[src/logic/mcr_pkg.sv]
// package: shared constants and types for the modulator control block
`default_nettype none
package mcr_pkg;
   // ---------------------------------------------------------------
   // timing counts in master clock cycles
   // ---------------------------------------------------------------
   localparam int unsigned VALID_HOLD_CYC = 20;
   localparam int unsigned SETTLE_CYC     = 1000;
   // ---------------------------------------------------------------
   // ones density patterns over an 8-cycle frame
   // ---------------------------------------------------------------
   localparam logic [7:0] DENS_50  = 8'h55; // 4 of 8
   localparam logic [7:0] DENS_375 = 8'h25; // 3 of 8
   localparam logic [7:0] DENS_625 = 8'had; // 5 of 8
   // ---------------------------------------------------------------
   // analog input connection selection
   // ---------------------------------------------------------------
   typedef enum logic [1:0] {
      MCR_IN_SIGNAL,
      MCR_IN_GROUND,
      MCR_IN_REF
   } mcr_conn_t;
   // ---------------------------------------------------------------
   // reset values
   // ---------------------------------------------------------------
   localparam logic [9:0] RST_SETTLE = 10'h000;
   localparam logic [4:0] RST_HOLD   = 5'h00;
endpackage
`default_nettype wire

[src/logic/mcr_if.sv]
// interface: bitstream link between modulator end and filter end
`default_nettype none
interface mcr_if;
   logic zero_cal_select;
   logic gain_cal_select;
   logic low_power_request;
   logic mod_reset;
   logic bipolar_mode;
   logic stream_bit;
   logic stream_valid_flag;
   modport dev (
      input  zero_cal_select,
      input  gain_cal_select,
      input  low_power_request,
      input  mod_reset,
      input  bipolar_mode,
      output stream_bit,
      output stream_valid_flag
   );
   modport host (
      output zero_cal_select,
      output gain_cal_select,
      output low_power_request,
      output mod_reset,
      output bipolar_mode,
      input  stream_bit,
      input  stream_valid_flag
   );
endinterface
`default_nettype wire

[src/logic/mcr_dev.sv]
// module: modulator end, calibration muxing, standby, reset, valid flag
//
// Functional notes
// - zero cal: ground unipolar, reference bipolar
// - reader waits 1000 cycles after zero cal
// - zero cal density 50% bipolar, 37.5% unipolar
// - gain cal: neg input ground, pos reference
// - gain cal density 62.5%, wait 1000
// - reader resets modulator before any calibration
// - recalibrate after any input mode change
// - standby stops modulator clock, removes bias
// - reset clears integrators, flag low 20 after
// - reader waits 1000 cycles after reset
// - instability resets modulator, flag low 20
// - flag low marks overrange invalid data
// - one output bit per master clock
`default_nettype none
module mcr_dev #(
   parameter int unsigned ACC_W    = 16,
   parameter int unsigned HOLD_CYC = mcr_pkg::VALID_HOLD_CYC
) (
   input  wire logic             i_core_clk,
   input  wire logic             i_rst,
   input  wire logic             i_ce,
   mcr_if.dev                    lnk,
   input  wire logic [ACC_W-1:0] i_pos_analog_input,
   input  wire logic [ACC_W-1:0] i_neg_analog_input,
   input  wire logic [ACC_W-1:0] i_ref_level,
   output logic                  o_bias_enable,
   output logic                  o_mod_clk_enable,
   output mcr_pkg::mcr_conn_t    o_pos_conn,
   output mcr_pkg::mcr_conn_t    o_neg_conn
);
   // ---------------------------------------------------------------
   // state
   // ---------------------------------------------------------------
   typedef struct packed {
      logic [1:0]       sync_zc;
      logic [1:0]       sync_gc;
      logic [1:0]       sync_lp;
      logic [1:0]       sync_rs;
      logic [1:0]       sync_bp;
      logic signed [ACC_W+1:0] integ;
      logic [2:0]       phase;
      logic [4:0]       hold;
      logic             bit_q;
      logic             valid;
      logic             bias;
      logic             clken;
      mcr_pkg::mcr_conn_t pos_c;
      mcr_pkg::mcr_conn_t neg_c;
   } mcr_dev_state_t;

   mcr_dev_state_t st_ff;
   mcr_dev_state_t nxt_st;

   logic zc;
   logic gc;
   logic lp;
   logic rs;
   logic bp;
   logic [7:0] pat;
   logic signed [ACC_W+1:0] diff;
   logic signed [ACC_W+1:0] fb;
   logic signed [ACC_W+1:0] sum;
   logic unstable;

   // second stage of each synchroniser only
   assign zc = st_ff.sync_zc[1];
   assign gc = st_ff.sync_gc[1];
   assign lp = st_ff.sync_lp[1];
   assign rs = st_ff.sync_rs[1];
   assign bp = st_ff.sync_bp[1];

   // ---------------------------------------------------------------
   // next state
   // ---------------------------------------------------------------
   // one process computes every field; the flop stage below only
   // registers it, so the clock enable gates the whole block at once
   always_comb begin
      nxt_st   = st_ff;
      pat      = 8'h00;
      diff     = '0;
      fb       = '0;
      sum      = '0;
      unstable = 1'b0;

      // ------------------------------------------------------------
      // link synchronisers
      // ------------------------------------------------------------
      // the controls may come from far across a board, so each one
      // passes two flops before any decision reads it
      nxt_st.sync_zc = {st_ff.sync_zc[0], lnk.zero_cal_select};
      nxt_st.sync_gc = {st_ff.sync_gc[0], lnk.gain_cal_select};
      nxt_st.sync_lp = {st_ff.sync_lp[0], lnk.low_power_request};
      nxt_st.sync_rs = {st_ff.sync_rs[0], lnk.mod_reset};
      nxt_st.sync_bp = {st_ff.sync_bp[0], lnk.bipolar_mode};

      // ------------------------------------------------------------
      // input routing
      // ------------------------------------------------------------
      // zero cal wins over gain cal, so a host that overlaps the two
      // never sees a mixed connection on the inputs
      if (zc) begin
         nxt_st.pos_c = bp ? mcr_pkg::MCR_IN_REF
                           : mcr_pkg::MCR_IN_GROUND;
         nxt_st.neg_c = nxt_st.pos_c;
      end else if (gc) begin
         nxt_st.pos_c = mcr_pkg::MCR_IN_REF;
         nxt_st.neg_c = mcr_pkg::MCR_IN_GROUND;
      end else begin
         nxt_st.pos_c = mcr_pkg::MCR_IN_SIGNAL;
         nxt_st.neg_c = mcr_pkg::MCR_IN_SIGNAL;
      end

      // ------------------------------------------------------------
      // standby
      // ------------------------------------------------------------
      // clock and bias follow the synced request; reset still acts in
      // standby so the loop can be cleared before it wakes
      nxt_st.clken = ~lp;
      nxt_st.bias  = ~lp;

      // ------------------------------------------------------------
      // loop arithmetic
      // ------------------------------------------------------------
      // two guard bits above the sample width; top bits that differ
      // mean the integrator has left its range
      diff = $signed({2'b00, i_pos_analog_input})
           - $signed({2'b00, i_neg_analog_input});
      fb   = st_ff.bit_q ? $signed({2'b00, i_ref_level})
                         : -$signed({2'b00, i_ref_level});
      sum  = st_ff.integ + diff - fb;
      // top two bits of sum that differ flag instability
      unstable = (sum[ACC_W+1] != sum[ACC_W]);

      // ------------------------------------------------------------
      // calibration patterns
      // ------------------------------------------------------------
      // fixed 8-bit frames give the ideal density exactly in every
      // frame; a real loop would only reach it on average
      if (zc) begin
         pat = bp ? mcr_pkg::DENS_50 : mcr_pkg::DENS_375;
      end else if (gc) begin
         pat = mcr_pkg::DENS_625;
      end

      // ------------------------------------------------------------
      // stream, hold count and valid flag
      // ------------------------------------------------------------
      // reset beats standby; the hold count reloads on reset and, outside
      // calibration, on instability and only counts down while the loop runs
      if (rs) begin
         nxt_st.integ = '0;
         nxt_st.phase = 3'h0;
         nxt_st.bit_q = 1'b0;
         nxt_st.valid = 1'b0;
         nxt_st.hold  = 5'(HOLD_CYC);
      end else if (!lp) begin
         // one bit per clock while running
         nxt_st.phase = st_ff.phase + 3'h1;
         if (zc || gc) begin
            // calibration stream is a fixed density pattern
            nxt_st.bit_q = pat[st_ff.phase];
            nxt_st.integ = '0;
         end else if (unstable) begin
            nxt_st.integ = '0;
            nxt_st.bit_q = 1'b0;
            nxt_st.valid = 1'b0;
            nxt_st.hold  = 5'(HOLD_CYC);
         end else begin
            nxt_st.integ = sum;
            nxt_st.bit_q = ~sum[ACC_W+1];
         end
         if (!unstable || zc || gc) begin
            if (st_ff.hold != 5'h00) begin
               nxt_st.hold  = st_ff.hold - 5'h01;
               nxt_st.valid = 1'b0;
            end else begin
               nxt_st.valid = 1'b1;
            end
         end
      end
   end

   // ---------------------------------------------------------------
   // register; clock enable freezes everything
   // ---------------------------------------------------------------
   always_ff @(posedge i_core_clk or posedge i_rst) begin
      if (i_rst) begin
         st_ff       <= '0;
         st_ff.hold  <= 5'(HOLD_CYC);
         st_ff.pos_c <= mcr_pkg::MCR_IN_SIGNAL;
         st_ff.neg_c <= mcr_pkg::MCR_IN_SIGNAL;
      end else if (i_ce) begin
         st_ff <= nxt_st;
      end
   end

   // outputs straight from flops
   assign lnk.stream_bit        = st_ff.bit_q;
   assign lnk.stream_valid_flag = st_ff.valid;
   assign o_bias_enable         = st_ff.bias;
   assign o_mod_clk_enable      = st_ff.clken;
   assign o_pos_conn            = st_ff.pos_c;
   assign o_neg_conn            = st_ff.neg_c;
endmodule
`default_nettype wire

[src/flat_wrapper.sv]
// flat-port wrapper written by rule: the top's interface ports become plain ports
module mcr_dev_flat 
#(
   parameter int unsigned ACC_W    = 16,
   parameter int unsigned HOLD_CYC = mcr_pkg::VALID_HOLD_CYC
)
  (i_core_clk, i_rst, i_ce, i_pos_analog_input, i_neg_analog_input, i_ref_level, o_bias_enable, o_mod_clk_enable, o_pos_conn, o_neg_conn, lnk_zero_cal_select, lnk_gain_cal_select, lnk_low_power_request, lnk_mod_reset, lnk_bipolar_mode, lnk_stream_bit, lnk_stream_valid_flag);
  mcr_if lnk_i ();
  input  wire logic i_core_clk;
  input  wire logic i_rst;
  input  wire logic i_ce;
  input  wire logic [ACC_W-1:0] i_pos_analog_input;
  input  wire logic [ACC_W-1:0] i_neg_analog_input;
  input  wire logic [ACC_W-1:0] i_ref_level;
  output logic o_bias_enable;
  output logic o_mod_clk_enable;
  output mcr_pkg::mcr_conn_t o_pos_conn;
  output mcr_pkg::mcr_conn_t o_neg_conn;
  input wire logic [$bits(lnk_i.zero_cal_select)-1:0] lnk_zero_cal_select;
  input wire logic [$bits(lnk_i.gain_cal_select)-1:0] lnk_gain_cal_select;
  input wire logic [$bits(lnk_i.low_power_request)-1:0] lnk_low_power_request;
  input wire logic [$bits(lnk_i.mod_reset)-1:0] lnk_mod_reset;
  input wire logic [$bits(lnk_i.bipolar_mode)-1:0] lnk_bipolar_mode;
  output wire logic [$bits(lnk_i.stream_bit)-1:0] lnk_stream_bit;
  output wire logic [$bits(lnk_i.stream_valid_flag)-1:0] lnk_stream_valid_flag;
  assign lnk_i.zero_cal_select = lnk_zero_cal_select;
  assign lnk_i.gain_cal_select = lnk_gain_cal_select;
  assign lnk_i.low_power_request = lnk_low_power_request;
  assign lnk_i.mod_reset = lnk_mod_reset;
  assign lnk_i.bipolar_mode = lnk_bipolar_mode;
  assign lnk_stream_bit = lnk_i.stream_bit;
  assign lnk_stream_valid_flag = lnk_i.stream_valid_flag;
  mcr_dev #(.ACC_W(ACC_W), .HOLD_CYC(HOLD_CYC)) u_core (.i_core_clk(i_core_clk), .i_rst(i_rst), .i_ce(i_ce), .lnk(lnk_i), .i_pos_analog_input(i_pos_analog_input), .i_neg_analog_input(i_neg_analog_input), .i_ref_level(i_ref_level), .o_bias_enable(o_bias_enable), .o_mod_clk_enable(o_mod_clk_enable), .o_pos_conn(o_pos_conn), .o_neg_conn(o_neg_conn));
endmodule
[config.mk]
export PLATFORM = sky130hd
export DESIGN_NAME = mcr_dev_flat
export DESIGN_NICKNAME = d
export VERILOG_FILES = /design/src/logic/mcr_pkg.sv /design/src/logic/mcr_if.sv /design/src/logic/mcr_dev.sv /design/src/flat_wrapper.sv
export SDC_FILE = /design/constraint.sdc
export NUM_CORES = 1
export LEC_CHECK = 0
export ABC_CLOCK_PERIOD_IN_PS = 9200
export BUFFER_PORTS_ARGS = -buffer_cell sky130_fd_sc_hd__buf_2
export CAP_MARGIN = 10
export CELL_PAD_IN_SITES_DETAIL_PLACEMENT = 1
export CELL_PAD_IN_SITES_GLOBAL_PLACEMENT = 1
export CORE_ASPECT_RATIO = 1.25
export CORE_UTILIZATION = 35
export CTS_BUF_LIST = sky130_fd_sc_hd__clkbuf_4 sky130_fd_sc_hd__clkbuf_8 sky130_fd_sc_hd__clkbuf_16
export CTS_CLUSTER_SIZE = 8
export DETAILED_ROUTE_END_ITERATION = 6
export PLACE_DENSITY_LB_ADDON = 0.1
export SETUP_SLACK_MARGIN = 0.1
export SYNTH_ARGS = -nofsm -noshare
export SYNTH_HDL_FRONTEND = slang
export SYNTH_SLANG_ARGS = --single-unit
[constraint.sdc]
create_clock -name i_core_clk -period 9.2 [get_ports i_core_clk]
set_input_delay 0.92 -clock i_core_clk [delete_from_list [all_inputs] [get_ports i_core_clk]]
set_output_delay 0.92 -clock i_core_clk [all_outputs]
set_load 0.1 [all_outputs]
==> metrics.md, run 1 <==
| Metric | Value |
|---|---|
| Vias | 3663 |
| Sequential share of the synthesized area | 0.245 |
| Area Growth Syn to Fin | 14.4% |
| Number of setup buffers added after CTS | 0 |
| Crit Path Max Fanout | 18 |
| Area leader, netlist | dfrtp_1 |
| Lkg Pwr | between 2 and 2.5 nW |
| Critical path depth | 24 |
| Syn Nets | 620 |
| Asr flop ratio synth | 1.00 |
| Crit path kind | in -> reg |
| Most common cell on crit path | ha_1 |
| Die Footprint | 12700 µm² |
| Max frequency | 168 MHz |
| CP max stage delay | 0.48 ns |
| GRT Util Overall | 0.176 |
| Top_reg_cell synth | dfrtp_1 |
| H-tree depth | 2 |
| Hold WC Path Type | reg -> reg |
| Drt pass-1 iters | 4 |
| Dpl ws | 2.88 ns |
| Post-route clock period utilization | 0.648 |
| CP Data Arrival Time | 6.15 ns |
| DRC | 0 |
| Gpl congestion | 0.758 |
| Reg2reg path depth | 18 |
| Nets | 680 |
| DR WL/cell | 14.2 µm |
| Yosys Warn Count | 0 |
| Initial antenna violation count | 0 |
| Power Density | 371 nW/µm² |
| Synth top area share | 0.233 |
| Crit-path cells | buf_2 -> inv_1 -> ha_1 -> nor2b_1 -> o31ai_1 -> a21oi_1 -> o2111ai_1 -> a31oi_1 -> or2_1 -> o211a_1 -> fa_1 -> inv_1 -> ha_1 -> or2_2 -> or4_1 -> a21oi_1 -> nor3_1 -> xor2_1 -> ha_1 -> nor4_2 -> buf_4 -> nand3b_1 -> mux2_2 -> o211ai_1 |
| Share of cells above drive strength 1 | 0.190 |
| Area contributors post-synth | dfrtp_1, ha_1, fa_1 |
| Worst EP required | 9.39 ns |
| Skew final | 0.00585 ns |
| Ant. Diodes | 0 |
| Starting Density | 0.365 |
| CTS tree | built |
| Final Setup Violations | 0 |
| Remaining antenna violation count | 0 |
| First-pass GRT wire length | ~18000 µm |
| Slew @ Worst Pin | 0.629 ns |
| CTS buffer count | 5 |
| Worst-skew pair later-pin latency | 0.28 ns |
| Grt ovf | 0 |
| Slowest cell on crit path | fa_1 |
| Slack of the critical path | about 3.2 ns |
| Distinct cell type count after synthesis | 62 |
| Die H | 126 µm |
| Vias in the first global route | around 3800 |
| Max cap viols | 0 |
| Clock buffer depth | 2 |
| Row cnt | 44 |
| DR vias/cell | 5.02 |
| Cells after Synth | roughly 500 |
| DR iter-0 viols | roughly 110 |
| Hold_buf cts | 0 |
| Cell with the most instances after synthesis | inv_1 |
| CTS root buffer | clkbuf_16 |
| Mean area per synthesized cell | between 8 and 9 µm² |
| Port Buffers | 63 |
| Clock Sinks | 42 |
| Kind of start point of the critical path | input port |
| Die width | between 100 and 150 µm |
| Outcome | finished, final reports clean |
| Reg2Reg Setup Slack | 4.32 ns |
| Number of synthesized register bits | 42 |
| FF-to-FF End | u_core.st_ff[26] |
| Top cells by count, synth | inv_1, dfrtp_1, ha_1 |
| Top delay family on crit path | simple AND/OR/NAND/NOR gates |
| Worst setup path start | i_neg_analog_input[1] |
| Final Critical Period | about 6.0 ns |
| Fin. Hold Viols | 0 |
| I/O Pins | between 60 and 70 |
| DRT Wirelength | 10300 µm |
| CP Capture Type | flop |
| Netlist Area Pre-Place | around 4300 µm² |
| Post-cts sizing count | 0 |
| Post-synth EDFFs | 0 |
| Worst IR Drop VDD | 0.137 mV |
| Crit path buffers/inverters | 4 |
| Slew HR | 0.577 |
| Worst-path clk slew | 0.06 ns |
| Pin count of the biggest net entering global routing | 43 |
| RSZ-0062 raised after global routing | no |
| Core footprint | between 10000 and 15000 µm² |
| Setup TNS | 0 ns |
| Crit Reg-Reg Startpoint | u_core.lnk.stream_bit |
| Max Slew Vio Count | 0 |
| Worst setup path end | u_core.st_ff[26] |
| Hold Slack | 0.475 ns |
| Hpwl dp | 8540 µm |
how the worst min path moves through the flow:
stage / start / end / cells after the start
final: u_core.lnk.stream_valid_flag / u_core.lnk.stream_valid_flag / 1
after global routing: u_core.lnk.stream_valid_flag / u_core.lnk.stream_valid_flag / 1
after CTS: u_core.lnk.stream_valid_flag / u_core.lnk.stream_valid_flag / 1
after detailed placement: u_core.lnk.stream_valid_flag / u_core.lnk.stream_valid_flag / 1
after global placement: u_core.st_ff[12] / u_core.st_ff[12] / 2
after floorplan: u_core.st_ff[12] / u_core.st_ff[12] / 2
metal layers:
| layer | vias to the layer above | GRT usage | share of wire |
|---|---|---|---|
| met4 | 0 | 0.0469 | 0.012 |
| met5 | - | 0 | 0 |
| li1 | 1846 | - | - |
| met3 | 9 | 0.0161 | 0.022 |
| met2 | 53 | 0.317 | 0.50 |
| met1 | 1755 | 0.222 | 0.47 |
area by class of cell:
class,count,area (µm²)
multi-input combinational,365,2860
timing repair buffer,67,345
clock inverter,2,10.0
clock buffer,6,133
sequential,42,1050
tap,161,201
inverter,86,323
fill,1474,6860
logic make-up after synthesis:
kind of cell | share of synthesized area
fa+ha+maj | 0.197
simple gates | 0.151
mux | 0.0337
compound gates | 0.201
buf+inv | 0.0916
xor+xnor | 0.0808
flops | 0.245
power by group:
part	leakage (nW)	switching [mW]	internal, mW
Combinational	1.81	0.807	0.566
Clock	0.0740	0.0737	0.103
Sequential	0.540	0.0363	0.243
sequential cells by signal, indices dropped and copies added, names as in the netlist:
name,cells
u_core.bp,1
u_core.o_pos_conn,2
u_core.o_mod_clk_enable,1
u_core.lnk.stream_bit,1
u_core.lnk.stream_valid_flag,1
u_core.o_neg_conn,2
u_core.lp,1
u_core.nxt_st,5
u_core.gc,1
u_core.st_ff,26
u_core.rs,1
layout by cell type, fill, tap and decap left out, types with 7 or more instances in the layout:
cell	synthesis	layout
a21o_1	8	8
xor2_1	20	20
a21oi_1	31	31
o21ai_0	36	36
inv_1	86	85
nor2_1	31	31
nor3_1	14	14
fa_1	18	18
o21a_1	7	7
nand2b_1	10	10
nand2_1	27	27
xnor2_1	16	16
buf_2	0	63
dfrtp_1	40	40
mux2_2	12	12
ha_1	39	39
metrics by stage:
step	std cells	utilization	total power [mW]	instance area, µm²
finish	729	0.418	1.83	4920
global route	729	0.418	2.03	4920
CTS	729	0.418	1.85	4920
detailed placement	721	0.406	1.66	4780
global placement	721	0.406	1.62	4780
floorplan	507	-	1.37	4300
Power figures use the tool's default switching activity.
==> inputs of run 2 (changes only) <==
- ABC_CLOCK_PERIOD_IN_PS: 9200 -> 4900
- clock period: 9.2 -> 4.9 ns (I/O delays scaled with it)
==> metrics.md, run 2 (synthesized netlist as in run 1, its figures left out) <==
| Metric | Value |
|---|---|
| CTS root buffer | clkbuf_16 (unchanged) |
| Met1 Routed Length | 5110 µm (was 4810 µm) |
| Fin. Hold Viols | 0 (unchanged) |
| Internal power | 2.40 mW (was 0.912 mW) |
| Initial antenna violation count | 0 (unchanged) |
| Max FFs per register | 26 (unchanged) |
| Die Footprint | 12700 µm² (unchanged) |
| Fillers | 1436 (was 1474) |
| Placed Cells | 765 (was 721) |
| Crit path buffers/inverters | 12 (was 4) |
| Slowest cell on crit path | fa_1 (unchanged) |
| RSZ-0062 raised after global routing | yes (was no) |
| Max cap viols | 0 (unchanged) |
| Max Slew Vio Count | 0 (unchanged) |
| Slew HR | 0.630 (was 0.577) |
| Sw power | 2.11 mW (was 0.916 mW) |
| Top Metal Used | met4 (unchanged) |
| Power Density | 789 nW/µm² (was 371 nW/µm²) |
| Crit path kind | in -> reg (unchanged) |
| Worst EP required | 5.06 ns (was 9.39 ns) |
| DR vias/cell | 5.03 (was 5.02) |
| Hold_buf cts | 0 (unchanged) |
| CTS buffer count | 5 (unchanged) |
| Vias in the first global route | 4412 (was 3806) |
| Nets | 741 (was 680) |
| Worst-skew pair later-pin latency | 0.29 ns (was 0.28 ns) |
| Hpwl dp | 9500 µm (was 8540 µm) |
| DRC | 0 (unchanged) |
| Pin count of the biggest net entering global routing | 43 (unchanged) |
| Core footprint | 11800 µm² (unchanged) |
| Die width | 101 µm (unchanged) |
| Worst-path clk slew | 0.06 ns (about the same) |
| Skew final | 0.00883 ns (was 0.00585 ns) |
| Lkg Pwr | 2.78 nW (was 2.42 nW) |
| H-tree depth | 2 (unchanged) |
| Post-route clock period utilization | 0.990 |
| Row cnt | 44 (unchanged) |
| Largest Register | u_core.st_ff (unchanged) |
| Met2 Routed Length | 6570 µm (was 5170 µm) |
| Clock Sinks | 42 (unchanged) |
| Starting Density | 0.365 (unchanged) |
| Share of cells above drive strength 1 | 0.323 (was 0.190) |
| Clock Power Share | 0.086 (was 0.097) |
| Max frequency | ~210 MHz |
| Setup TNS | 0 ns (unchanged) |
| Port Buffers | 63 (unchanged) |
| DR WL/cell | 15.4 µm (was 14.2 µm) |
| Grt ovf | 0 (unchanged) |
| Remaining antenna violation count | 0 (unchanged) |
| Sequential Power Share | 0.118 (was 0.153) |
| Final Critical Period | about 4.8 ns |
| DRT Wirelength | 12200 µm (was 10300 µm) |
| Vias | 3976 (was 3663) |
| CP Capture Type | flop (unchanged) |
| Kind of start point of the critical path | input port (unchanged) |
| DR WL met3 | 261 µm (was 229 µm) |
| Combinational power share | 0.796 (was 0.751) |
| Top delay family on crit path | adder cells (was simple AND/OR/NAND/NOR gates) |
| I/O Pins | 64 (unchanged) |
| Commonest non-fill, non-tap cells in the layout | inv_1, buf_4, buf_2, dfrtp_1, nor2_1 (was inv_1, buf_2, dfrtp_1, ha_1, o21ai_0) |
| Worst IR Drop VDD | 0.380 mV (was 0.137 mV) |
| Most common cell after layout, fill and taps aside | inv_1 (unchanged) |
| CP max stage delay | 0.48 ns (about the same) |
| Drt pass-1 iters | 4 (unchanged) |
| First-pass GRT wire length | 20700 µm (was 18000 µm) |
| Outcome | finished, final reports clean (unchanged) |
| CTS tree | built (unchanged) |
| Most common cell on crit path | buf_4 (was ha_1) |
| Die H | 126 µm (unchanged) |
| Gpl congestion | 0.839 (was 0.758) |
| Hold Slack | 0.336 ns (was 0.475 ns) |
| DR iter-0 viols | 132 (was 106) |
| Area Growth Syn to Fin | 32.8% (was 14.4%) |
| Switching Share | 0.468 (was 0.501) |
| Reg2Reg Setup Slack | 0.48 ns (was 4.32 ns) |
| Clock buffer depth | 2 (unchanged) |
| Crit Path Max Fanout | 2 (was 18) |
| Final Setup Violations | 0 (unchanged) |
| Hold WC Path Type | in -> async (was reg -> reg) |
| CP Data Arrival Time | 5.01 ns (was 6.15 ns) |
| Slew @ Worst Pin | 0.556 ns (was 0.629 ns) |
| Post-Layout Cell Count | 790 (was 729) |
| GRT Util Overall | 0.204 (was 0.176) |
| Ant. Diodes | 0 (unchanged) |
==> run 2: metrics by stage <==
step / power [mW] / utilization / worst slack, ns / area, µm²
finish: 4.51 / 0.485 / 0.0500 / 5720
CTS: 4.40 / 0.480 / 0.0146 / 5660
global route: 4.92 / 0.485 / -0.128 / 5720
detailed placement: 3.67 / 0.445 / -0.402 / 5240
global placement: 3.59 / 0.445 / -0.290 / 5240
floorplan: 2.68 / - / -0.00162 / 4440
==> run 2: final timing paths <==
| check | startpoint | end | cells past startpoint |
|---|---|---|---|
| hold reg to reg | u_core.lnk.stream_valid_flag | u_core.lnk.stream_valid_flag | 1 |
| setup reg to reg | u_core.lnk.stream_bit | u_core.lnk.stream_bit | 22 |
| hold / removal | i_rst | u_core.lnk.stream_valid_flag | 3 |
| min in group i_core_clk | lnk_mod_reset | u_core.nxt_st[37] | 2 |
| max in group asynchronous | i_rst | u_core.lnk.stream_bit | 3 |
| setup / recovery | i_pos_analog_input[0] | u_core.lnk.stream_bit | 30 |
==> run 2: what timing repair did <==
| action | CTS | global route |
|---|---|---|
| endpoints found under the setup margin | 18 | 21 |
| pin swaps | 18 | 8 |
| hold endpoints to repair | 0 | 0 |
| resized for setup | 23 | 15 |
| gates cloned | 1 | 0 |
| setup buffers | 14 | 2 |
==> run 2: layout make-up <==
type                    count  area (µm²)  area share
multi-input cells         365        3110       0.544
flip-flops and latches     42        1050       0.184
repair buffers            128         848       0.148
inverters                  86         330      0.0578
well taps                 161         201      0.0352
clock buffers               6         133      0.0232
clock inverters             2        37.5     0.00656
==> run 2: per-layer routing <==
layer,up-vias,GRT usage
met2,64,0.395
met4,0,0.0512
met1,1929,0.234
met3,19,0.0216
met5,-,0
li1,1964,-
==> run 2: power groups by stage <==
stage	clock network, mW	registers [mW]	logic (mW)
final	0.390	0.531	3.59
after global routing	0.417	0.546	3.96
after CTS	0.401	0.531	3.47
after detailed placement	0	0.537	3.14
after global placement	0	0.532	3.05
after floorplan	0	0.544	2.13
==> run 2: tightest hold or removal path: stages <==
cell      delay, ns
buf_2          0.10
clkinv_1       0.03
buf_4          0.46
==> inputs of run 3 (changes only) <==
- ABC_CLOCK_PERIOD_IN_PS: 4900 -> 6000
- RECOVER_POWER: not set -> 25
- clock period: 4.9 -> 6 ns (I/O delays scaled with it)
==> metrics.md, run 3 (synthesized netlist as in run 1, its figures left out) <==
| Metric | Value |
|---|---|
| Starting Density | 0.365 (unchanged) |
| Post-DP Area | 4790 µm² (was 5240 µm²) |
| CTS buffer count | 5 (unchanged) |
| Failing checks | capacitance limit, slew limit |
| Skew final | 0.00360 ns (was 0.00883 ns) |
| Slew HR | -0.573 (was 0.630) |
| Die Footprint | 12700 µm² (unchanged) |
| Max cap viols | 1 (was 0) |
| Reg2Reg Setup Slack | 1.26 ns (was 0.48 ns) |
| Crit Path Max Fanout | 18 (was 2) |
| Die H | 126 µm (unchanged) |
| Worst-skew pair later-pin latency | 0.28 ns (was 0.29 ns) |
| First-pass GRT wire length | 18500 µm (was 20700 µm) |
| Worst EP required | 6.20 ns (was 5.06 ns) |
| Post-route clock period utilization | 0.924 |
| Nets | 682 (was 741) |
| Grt ovf | 0 (unchanged) |
| CTS root buffer | clkbuf_16 (unchanged) |
| H-tree depth | 2 (unchanged) |
| Pin count of the biggest net entering global routing | 43 (unchanged) |
| I/O Pins | 64 (unchanged) |
| Fin. Hold Viols | 0 (unchanged) |
| Die width | 101 µm (unchanged) |
| Hold_buf cts | 0 (unchanged) |
| DRC | 0 (unchanged) |
| Share of cells above drive strength 1 | 0.195 (was 0.323) |
| CP Data Arrival Time | 5.74 ns (was 5.01 ns) |
| Number of setup buffers added after CTS | 0 (was 14) |
| Row cnt | 44 (unchanged) |
| CP Capture Type | flop (unchanged) |
| Area Growth Syn to Fin | 15.9% (was 32.8%) |
| GRT Util Overall | 0.181 (was 0.204) |
| Clock Sinks | 42 (unchanged) |
| Outcome | finished, violations left (was finished, final reports clean) |
| Post-cts sizing count | 0 (was 23) |
| Slew @ Worst Pin | 2.36 ns (was 0.556 ns) |
| DR vias/cell | 5.04 (was 5.03) |
| DRT Wirelength | 10700 µm (was 12200 µm) |
| Most common cell after layout, fill and taps aside | inv_1 (unchanged) |
| Drt pass-1 iters | 7 (was 4) |
| Lkg Pwr | 2.44 nW (was 2.78 nW) |
| Worst-path clk slew | 0.06 ns (about the same) |
| Clock buffer depth | 2 (unchanged) |
| Hold WC Path Type | reg -> reg (was in -> async) |
| Vias | 3681 (was 3976) |
| Crit path kind | in -> reg (unchanged) |
| RSZ-0062 raised after global routing | no (was yes) |
| DR WL/cell | 14.7 µm (was 15.4 µm) |
| Gpl congestion | 0.777 (was 0.839) |
| Worst IR Drop VDD | 0.201 mV (was 0.380 mV) |
| Max frequency | 180 MHz |
| Ant. Diodes | 0 (unchanged) |
| Fin area | 4990 µm² (was 5720 µm²) |
| Fillers | 1482 (was 1436) |
| Commonest non-fill, non-tap cells in the layout | inv_1, buf_2, dfrtp_1, ha_1, o21ai_0 (was inv_1, buf_4, buf_2, dfrtp_1, nor2_1) |
| Kind of start point of the critical path | input port (unchanged) |
| Vias in the first global route | 3906 (was 4412) |
| CTS tree | built (unchanged) |
| Setup TNS | 0 ns (unchanged) |
| Final Setup Violations | 0 (unchanged) |
| Max Slew Vio Count | 43 (was 0) |
| Core footprint | 11800 µm² (unchanged) |
| Remaining antenna violation count | 0 (unchanged) |
| DR iter-0 viols | 102 (was 132) |
| Power Density | 581 nW/µm² (was 789 nW/µm²) |
| Final Critical Period | 5.54 ns |
| Largest Register | u_core.st_ff (unchanged) |
| Max FFs per register | 26 (unchanged) |
| Port Buffers | 63 (unchanged) |
| Hpwl dp | 8820 µm (was 9500 µm) |
| Initial antenna violation count | 0 (unchanged) |
## run 3: critical path: stages
cell	delay (ns)
buf_2	0.10
inv_1	0.04
ha_1	0.25
nor2b_1	0.14
o31ai_1	0.27
a21oi_1	0.17
o2111ai_2	0.23
a31oi_1	0.20
or2_1	0.28
o211a_1	0.25
fa_1	0.48
inv_1	0.05
ha_1	0.24
or2_2	0.34
or4_1	0.40
a21oi_1	0.16
nor3_2	0.08
xor2_1	0.18
ha_1	0.32
nor4_2	0.26
buf_6	0.23
nand3b_1	0.10
mux2_2	0.26
o211ai_1	0.09
## run 3: layout make-up
cell class,count,area (µm²),area share
repair buffers,69,360,0.0723
flip-flops and latches,42,1050,0.211
clock inverters,2,37.5,0.00753
well taps,161,201,0.0404
clock buffers,6,133,0.0266
multi-input cells,365,2880,0.577
inverters,86,323,0.0647
## run 3: where the power goes
group | internal (mW) | total (mW) | switching (mW)
combinational | 0.880 | 2.14 | 1.26
sequential | 0.373 | 0.435 | 0.0618
clock | 0.201 | 0.318 | 0.117
total | 1.45 | 2.90 | 1.44
## run 3: worst paths after layout
kind / startpoint / endpoint / depth (start not counted)
min in group asynchronous: i_rst / u_core.o_pos_conn[0] / 3
hold reg to reg: u_core.lnk.stream_valid_flag / u_core.lnk.stream_valid_flag / 1
max in group asynchronous: i_rst / u_core.st_ff[31] / 3
setup reg to reg: u_core.lnk.stream_bit / u_core.st_ff[26] / 17
hold / removal: u_core.lnk.stream_valid_flag / u_core.lnk.stream_valid_flag / 1
setup / recovery: i_neg_analog_input[1] / u_core.st_ff[26] / 24
## run 3: stage by stage
stage,power (mW),hold slack (ns),utilization,setup slack (ns),instances
floorplan,2.10,0.448,-,0.526,507
global placement,2.51,0.461,0.407,0.244,723
detailed placement,2.58,0.470,0.407,0.0620,723
CTS,2.92,0.467,0.421,0.358,731
global route,3.20,0.499,0.423,0.142,731
finish,2.90,0.476,0.423,0.458,731
## run 3: routing by layer
metal  vias up  part of all wire  global-route usage
li1       1838                 -                   -
met1      1786              0.46               0.221
met2        52              0.51               0.338
met3         5             0.022              0.0178
met4         0            0.0097              0.0384
met5         -                 0                   0
